$ cat src/core/pefl_defs.svh
// Offsets, field positions, reset values and timing counts of the port event flag latches.
// Assumes inclusion by bare name from the package and the design file.
`ifndef PEFL_DEFS_SVH
`define PEFL_DEFS_SVH

// ==========================================================================
// Register offsets (peek = read only, take = clear on read)
`define PEFL_OFF_CP_PEEK 8'h04
`define PEFL_OFF_CP_TAKE 8'h05
`define PEFL_OFF_UO_PEEK 8'h06
`define PEFL_OFF_UO_TAKE 8'h07
`define PEFL_OFF_OC_PEEK 8'h08
`define PEFL_OFF_OC_TAKE 8'h09

// ==========================================================================
// Field positions: high nibble ports 4..1 at bits 7..4, low nibble at 3..0
`define PEFL_HI_LSB 4
`define PEFL_LO_LSB 0

// ==========================================================================
// Reset values
`define PEFL_FLAGS_RST 8'h00
`define PEFL_RESULT_RST 4'h0

// ==========================================================================
// Timing: read data appears this many cycles after the read strobe
`define PEFL_READ_LAT 1

`endif

$ cat src/core/pefl_pkg.sv
// Types shared by the port event flag latches.
// Assumes the constants header sits beside it on the include path.
`include "pefl_defs.svh"

package pefl_pkg;

  // ==========================================================================
  // Per-port event pulses, one bit per port (bit 0 = port 1)
  typedef struct packed {
    logic [3:0] port_probe_finished;
    logic [3:0] port_classify_finished;
    logic [3:0] port_unplugged;
    logic [3:0] port_two_pair_overpower;
    logic [3:0] port_overcurrent_timeout;
    logic [3:0] port_startup_overcurrent;
  } pefl_events_t;

  // ==========================================================================
  // Sources of flag clearing other than a clear-on-read access
  typedef struct packed {
    logic [3:0] port_clear;
    logic       quad_reset;
    logic       clear_every_alert_command;
  } pefl_clears_t;

  // ==========================================================================
  // Interrupt summary bits of this quad
  typedef struct packed {
    logic probe_summary_bit;
    logic classify_summary_bit;
    logic unplug_summary_bit;
    logic fault_summary_bit;
    logic start_summary_bit;
  } pefl_summary_t;

endpackage

$ cat src/core/pefl_flags.sv
// Port event flag latches of one four-port quad with peek and take views.
// Assumes events, port states and clears come from logic on the same clock
// and that a serial-bus front end presents one-cycle register read strobes.
//
// Contract
// - Lower address peeks, next address reads and clears
// - Classification update sets port bits 7..4
// - Detection update sets port bits 3..0
// - Change-only option: flag only on differing result
// - Any detection flag sets its summary bit
// - Classification updates pair check; sets summary
// - Classification only after valid signature detection
// - Power-good port below maintain current: disconnect
// - Any disconnect flag sets its summary bit
// - Power-good port over policing: power cut
// - Power cut or current fault sets summary
// - Power-good port overcurrent too long: fault
// - Powering port overcurrent too long: start fault
// - Any start fault flag sets its summary
// - Summary clears only when all feeds zero
// - Port and quad clear commands clear flags
`timescale 1ns/1ps
`include "pefl_defs.svh"

module pefl_flags
  import pefl_pkg::*;
(
  // Clock and reset
  input  wire logic          clock,
  input  wire logic          rst,
  // Register read port from the serial bus front end
  input  wire logic          reg_rd,
  input  wire logic [7:0]    reg_addr,
  output logic      [7:0]    reg_rd_data_q,
  output logic               reg_rd_valid_q,
  // Events and port state
  input  wire pefl_events_t  events,
  input  wire logic [15:0]   port_probe_result,
  input  wire logic [3:0]    valid_signature_resistance,
  input  wire logic [3:0]    port_power_good,
  input  wire logic [3:0]    port_power_enable,
  input  wire logic [3:0]    pair_check_in,
  input  wire logic          probe_change_only,
  // Clears
  input  wire pefl_clears_t  clears,
  // Other quad alert level
  input  wire logic          other_quad_alert,
  // Results and outputs
  output logic [3:0]         pair_link_check_result_q,
  output logic [3:0]         port_power_off_q,
  output pefl_summary_t      summary_q,
  output logic               host_alert_pin_n_q
);

  // ==========================================================================
  // Helpers
  function automatic logic [7:0] pefl_both(input logic [3:0] p);
    pefl_both = {p, p};
  endfunction

  function automatic logic [7:0] pefl_take(input logic rd, input logic [7:0] a,
                                           input logic [7:0] off);
    pefl_take = (rd && a == off) ? 8'hFF : 8'h00;
  endfunction

  // ==========================================================================
  // Flag state
  logic [7:0]  cp_q, uo_q, oc_q;
  logic [7:0]  cp_d, uo_d, oc_d;
  logic [7:0]  cp_set, uo_set, oc_set;
  logic [7:0]  clr_common;
  logic [15:0] prev_probe_q;
  logic [3:0]  probe_set, class_set;
  pefl_summary_t sum_d;

  // Detection sets a flag on each update, or only on a real change
  always_comb
  begin
    for (int i = 0; i < 4; i++)
    begin
      probe_set[i] = events.port_probe_finished[i] &&
        (!probe_change_only ||
         port_probe_result[i*4 +: 4] != prev_probe_q[i*4 +: 4]);
    end
  end

  // A class flag is never set without a good signature
  assign class_set = events.port_classify_finished & valid_signature_resistance;

  // Power faults count only in the documented port state
  assign cp_set = {class_set, probe_set};
  assign uo_set = {events.port_unplugged & port_power_good,
                   events.port_two_pair_overpower & port_power_good};
  assign oc_set = {events.port_overcurrent_timeout & port_power_good,
                   events.port_startup_overcurrent & port_power_enable
                   & ~port_power_good};

  // Port and quad commands wipe the flags besides a take read
  assign clr_common = pefl_both(clears.port_clear) |
                      {8{clears.quad_reset | clears.clear_every_alert_command}};

  // Set wins over any clear so no event is lost
  assign cp_d = (cp_q & ~(clr_common |
                 pefl_take(reg_rd, reg_addr, `PEFL_OFF_CP_TAKE))) | cp_set;
  assign uo_d = (uo_q & ~(clr_common |
                 pefl_take(reg_rd, reg_addr, `PEFL_OFF_UO_TAKE))) | uo_set;
  assign oc_d = (oc_q & ~(clr_common |
                 pefl_take(reg_rd, reg_addr, `PEFL_OFF_OC_TAKE))) | oc_set;

  // Flag registers
  always_ff @(posedge clock)
  begin
    if (rst)
    begin
      cp_q <= `PEFL_FLAGS_RST;
      uo_q <= `PEFL_FLAGS_RST;
      oc_q <= `PEFL_FLAGS_RST;
    end
    else
    begin
      cp_q <= cp_d;
      uo_q <= uo_d;
      oc_q <= oc_d;
    end
  end

  // Previous detection result per port, for the change-only option
  always_ff @(posedge clock)
  begin
    if (rst)
      prev_probe_q <= {4{`PEFL_RESULT_RST}};
    else
      for (int i = 0; i < 4; i++)
        if (events.port_probe_finished[i])
          prev_probe_q[i*4 +: 4] <= port_probe_result[i*4 +: 4];
  end

  // Pair check result follows a classification of either port of the pair
  always_ff @(posedge clock)
  begin
    if (rst)
      pair_link_check_result_q <= 4'h0;
    else
    begin
      if (class_set[0] || class_set[1])
        pair_link_check_result_q[1:0] <= pair_check_in[1:0];
      if (class_set[2] || class_set[3])
        pair_link_check_result_q[3:2] <= pair_check_in[3:2];
    end
  end

  // Power removal request, one cycle per qualified fault
  always_ff @(posedge clock)
  begin
    if (rst)
      port_power_off_q <= 4'h0;
    else
      port_power_off_q <= uo_set[7:4] | uo_set[3:0] | oc_set[7:4] | oc_set[3:0];
  end

  // ==========================================================================
  // Summary bits follow the next flag value so they line up with the flags
  always_comb
  begin
    sum_d.probe_summary_bit    = |cp_d[3:0];
    sum_d.classify_summary_bit = |cp_d[7:4];
    sum_d.unplug_summary_bit   = |uo_d[7:4];
    sum_d.fault_summary_bit    = |uo_d[3:0] | (|oc_d[7:4]);
    sum_d.start_summary_bit    = |oc_d[3:0];
  end

  // Summary bits and the active-low alert, which also watches the other quad
  always_ff @(posedge clock)
  begin
    if (rst)
    begin
      summary_q          <= '0;
      host_alert_pin_n_q <= 1'b1;
    end
    else
    begin
      summary_q          <= sum_d;
      host_alert_pin_n_q <= ~((|sum_d) | other_quad_alert);
    end
  end

  // ==========================================================================
  // Read data shows the flags before this cycle's clear takes effect
  always_ff @(posedge clock)
  begin
    if (rst)
    begin
      reg_rd_data_q  <= 8'h00;
      reg_rd_valid_q <= 1'b0;
    end
    else
    begin
      reg_rd_valid_q <= reg_rd;
      if (reg_rd)
        unique case (reg_addr)
          `PEFL_OFF_CP_PEEK, `PEFL_OFF_CP_TAKE: reg_rd_data_q <= cp_q;
          `PEFL_OFF_UO_PEEK, `PEFL_OFF_UO_TAKE: reg_rd_data_q <= uo_q;
          `PEFL_OFF_OC_PEEK, `PEFL_OFF_OC_TAKE: reg_rd_data_q <= oc_q;
          default:                              reg_rd_data_q <= 8'h00;
        endcase
    end
  end
endmodule

$ cat config.mk
export PLATFORM = sky130hd
export DESIGN_NAME = pefl_flags
export DESIGN_NICKNAME = d
export VERILOG_FILES = /design/src/core/pefl_pkg.sv /design/src/core/pefl_flags.sv
export VERILOG_INCLUDE_DIRS = /design/src /design/src/core
export SDC_FILE = /design/constraint.sdc
export NUM_CORES = 1
export LEC_CHECK = 0
export ABC_AREA = 1
export ABC_CLOCK_PERIOD_IN_PS = 1400
export BUFFER_PORTS_ARGS = -buffer_cell sky130_fd_sc_hd__buf_2
export CORE_MARGIN = 8
export CORE_UTILIZATION = 38
export DETAILED_ROUTE_END_ITERATION = 8
export MAX_ROUTING_LAYER = met4
export PLACE_DENSITY = 0.73
export RECOVER_POWER = 50
export SYNTH_ARGS = -nofsm -noshare
export SYNTH_HDL_FRONTEND = slang
export SYNTH_SLANG_ARGS = --single-unit
$ cat constraint.sdc
create_clock -name clock -period 1.4 [get_ports clock]
set_input_delay 0.21 -clock clock [delete_from_list [all_inputs] [get_ports clock]]
set_output_delay 0.21 -clock clock [all_outputs]
set_load 0.02 [all_outputs]
# After elaboration in Yosys (flattened, before gate mapping)
# Index checks and enable logic that the tools add are counted.
# Widths: inputs -> output; s select.
[classes]
n_reduce_logical = 24
mux = 4
n_bitwise = 27
eq_ne = 10
[op_table]
columns = ["cell", "n"]
rows = [
  ["$or 8x8->8", 7],
  ["$eq 8x3->1 const B", 4],
  ["$and 4x4->4", 6],
  ["$and 8x8->8", 3],
  ["$mux 8", 3],
  ["$not 8->8", 3],
  ["$pmux 8 s3", 1],
  ["$reduce_or 4->1", 6],
  ["$reduce_or 17->1", 1],
  ["$eq 8x4->1 const B", 2],
  ["$ne 4x4->1", 4],
  ["$or 4x4->4", 3],
  ["$logic_and 1x1->1", 7],
  ["$logic_or 1x1->1", 6],
  ["$reduce_or 2->1", 3],
  ["$not 4->4", 1],
  ["$or 1x1->1", 3],
  ["$logic_not 1->1", 1],
  ["$not 1->1", 1],
]
[word_totals]
output_inout_bits = 23
word_cells = 83
register_bits = 63
in_bits = 75

# Longest topological paths before layout
[depth]
word_depth = 12
depth_mapped = 13
ltp_nobuf = 13

# Least setup slack after synthesis
# OpenSTA, ideal clock, no wires.
[synth_path]
path_kind = "reg-to-reg"
startpoint = "reg prev_probe_q[2]"
endpoint = "reg host_alert_pin_n_q"
setup_slack_ns = 0.105
required_ns = 1.340
setup_time_ns = 0.060
path_stages_with_launch = 11
path_buffers = 0
synth_period_minus_slack_ns = 1.295
arrival_ns = 1.235
cell_sequence = "dfxtp_1 > or2_2 > a21oi_1 > nand2_1 > nand2_1 > nand2_1 > nor2_1 > nand3_1 > nor2_1 > nand2_1 > nand2_1"
[synth_via]
elab_chain_cells = 7
[synth_rtl]
columns = ["element", "line", "source"]
rows = [
  ["start: declaration", "pefl_flags.sv:72", "logic [15:0] prev_probe_q;"],
  ["start signal: assignment", "pefl_flags.sv:131", "prev_probe_q <= {4{`PEFL_RESULT_RST}};"],
  ["start signal: indexed assignment", "pefl_flags.sv:135", "prev_probe_q[i*4 +: 4] <= port_probe_result[i*4 +: 4];"],
  ["$ne 4x4->1", "pefl_flags.sv:83", "port_probe_result[i*4 +: 4] != prev_probe_q[i*4 +: 4]);"],
  ["$logic_or 1x1->1", "pefl_flags.sv:82", "(!probe_change_only ||"],
  ["$logic_and 1x1->1", "pefl_flags.sv:81", "probe_set[i] = events.port_probe_finished[i] &&"],
  ["$or 8x8->8", "pefl_flags.sv:103", "assign cp_d = (cp_q & ~(clr_common |"],
  ["$reduce_or 17->1", "pefl_flags.sv:183", "host_alert_pin_n_q <= ~((|sum_d) | other_quad_alert);"],
  ["$or 1x1->1", "pefl_flags.sv:183", ""],
  ["$not 1->1", "pefl_flags.sv:183", ""],
  ["end signal: assignment", "pefl_flags.sv:183", ""],
  ["end: declaration", "pefl_flags.sv:52", "output logic host_alert_pin_n_q"],
]
# Every way passes these cells.
# A chain may end at the register's enable or synchronous reset.

# Worst setup path after layout
# Ends and elaborated chain as after synthesis.

==> flow_summary.ini <==
[outcome]
status = finished, final reports clean

[timing]
min_period_over_period_pct = 95.2
max_freq_ghz = 0.751
slew_headroom_pct = 50.0
rsz0062_at_grt = yes
worst_pin_slew_ps = 750
setup_viol = 0
layout_min_cycle_time_ps = 1330
maxSlewViolCount = 0
clock_skew_ps = 8.05
hold_viol_final = 0
whs_ps = 92.9

[clock_network]
cts_tree = built
cts.clk_slew.worst_paths_ps = 70
cts_buffer_depth = 2
clock-sinks = 63
htreeDepth = 3
cts_made_buffers = 9
worstSkewPairLatency_ps = 340
cts-root-buf = clkbuf_8

[logic_synthesis]
synth_top_area_cell = dfxtp_1
avgSynthCellArea_sq_um = 7.15
synth_flop_cell = dfxtp_1
synth_top_area_share_pct = 42.0
yosys_warnings = 0
ys_ff_latch = 63
synthTopCellsByCount = nand2_1 (109), dfxtp_1 (63), nor2_1 (61)
synth_most_common_cell = nand2_1
synthArstFlopShare_pct = 0
synth_top_cells_by_area = dfxtp_1 (42%), nand2_1 (14%), nor2_1 (7.6%)
ys_types = 35
synth-edff-count = 0
netlist_instances = 420
syn-cell-area_sq_um = 3000
yosysSeqAreaShare_pct = 42.0
synth_nets = 495

[global_routing]
grt_pass1_vias = 3017
track_usage_pct = 15.4
grt_antenna_before_repair = 1
grt_max_degree = 27
globalRoute.totalOverflow = 0
grt_pass1_wl_microns = 13600

[finish]
seq_area_sq_um = 1270
utilization_pct = 51.0
layout.cells.non_filler = 646
fill_cells = 777
final_area_sq_um = 3920
final_layout_size_suffix_gt1_share_pct = 34.1
multi_input_area_sq_um = 1520
area_growth_pct = 30.4
final_nets = 614

[die]
core_area_sq_um = 7690
ioPinCount = 98
die_h_microns = 105
num_rows = 32
initial_core_util_pct = 39.1
fp.dieArea_sq_um = 11000
dieWidth_microns = 105

[pwr]
vdd.ir_drop.worst_mv = 0.665
fin_total_pwr_mw = 4.04
power.leakage_nw = 1.95
power.density_nw_per_um2 = 1030

[place]
port_buffers = 97
hpwl_microns = 6570
dpl_cell_area_sq_um = 3710
place_inst = 628
gp_congestion = 0.883

[routing]
wl_microns = 8180
antenna_left = 0
detail_route.iter0.violations = 137
drtPass1Iterations = 4
via_count = 3021
vias_per_cell = 4.68
drc = 0
wire_per_inst_microns = 12.7

[critical_path]
critical_path_class = reg -> reg
critPathLaunchType = flop
crit_arrival_ps = 1610
required_ps = 1670
crit_slowest_cell = dfxtp_2
max_stage_delay_ps = 320
cpMostUsedCell = nand2_1
crit_path_end_kind = flop
path_cells = or2_4, a21oi_2, nand2_1, nand2_2, nand2_1, nor2_1, nand3_1, nor2_1, nand2_1, nand2_1
worstPathMaxFanout = 2

[run]
cap_viol_max_count = 0

[hold_path]
hold_path.class = in -> reg
==> final cells by class <==
cell class	instances	area share [%]
Clock inverter	4	1.21
Clock buffer	11	3.35
Multi-Input combinational cell	297	38.7
Timing Repair Buffer	116	15.9
Antenna cell	1	0.0639
Sequential cell	63	32.4
Inverter	52	5.14
Tap cell	102	3.26
==> cell usage in the layout, fill, tap and decap left out, types with 4 or more instances in the layout <==
cell type	instances
a21oi_1	23
clkbuf_1	5
buf_4	17
nand3b_1	4
nand3_2	12
nand2_2	10
a41oi_1	4
nor2_1	60
inv_2	10
o211ai_1	4
inv_1	39
clkbuf_8	9
nand3_1	19
nand2_1	105
o21ai_0	23
dfxtp_2	5
buf_2	95
dfxtp_1	58
nor2_2	7
==> metrics by stage <==
step | setup TNS, ps | worst slack [ps]
2_1_floorplan | 0 | 105
3_3_place_gp | -690 | -180
3_5_place_dp | -886 | -164
4_1_cts | 0 | 3.26
5_1_grt | -66.1 | -66.1
6_report | 0 | 67.6
==> timing repair <==
item / in CTS / in global routing
pin swaps: 4 / 13
endpoints found under the setup margin: 1 / 2
hold buffers: 0 / 0
gates resized for setup: 1 / 14
buffers inserted: 0 / 2
endpoints found under the hold margin: 0 / 0
==> registers in the layout, indices dropped and copies added, names as in the netlist <==
signal,cells
reg_rd_valid_q,1
oc_q,8
host_alert_pin_n_q,1
summary_q,5
prev_probe_q,16
cp_q,8
reg_rd_data_q,8
port_power_off_q,4
pair_link_check_result_q,4
uo_q,8
==> logic make-up (layout without fill, tap and decap cells) <==
group,after synthesis,in the layout,share of synthesized area [%]
flip-flops,63,63,42.0
buffers and inverters,60,183,7.95
XOR/XNOR,6,6,1.75
AO/OA/AOI/OAI,60,60,11.0
other,0,1,0
AND/OR/NAND/NOR,231,231,37.4
==> critical path, delay by kind of cell, from the launching register on <==
kind	cells	cell delay, ps
AND/OR/NAND/NOR	9	830
flip-flops	1	320
AO/OA/AOI/OAI	1	130
==> report_power, final <==
| part | internal, mW | switching, mW |
|---|---|---|
| clock | 0.807 | 0.682 |
| combinational | 0.254 | 0.356 |
| sequential | 1.89 | 0.0489 |
==> per-layer routing <==
layer | up-vias | global-route usage (%) | part of all wire, %
met2 | 77 | 25.7 | 49
met5 | - | - | 0
li1 | 1562 | - | -
met3 | 11 | 5.84 | 6.7
met4 | 0 | 4.59 | 1.4
met1 | 1371 | 16.6 | 43
==> final timing paths <==
kind / start / endpoint / slack, ps / depth (start not counted)
worst max-delay path: prev_probe_q[2] / host_alert_pin_n_q / 70 / 10
worst min-delay path: pair_check_in[2] / pair_link_check_result_q[2] / 90 / 3
worst max register to register: prev_probe_q[2] / host_alert_pin_n_q / 70 / 10
worst min register to register: reg_rd_data_q[5] / reg_rd_data_q[5] / 460 / 2
Note: power is estimated with default switching activity, not from simulation.
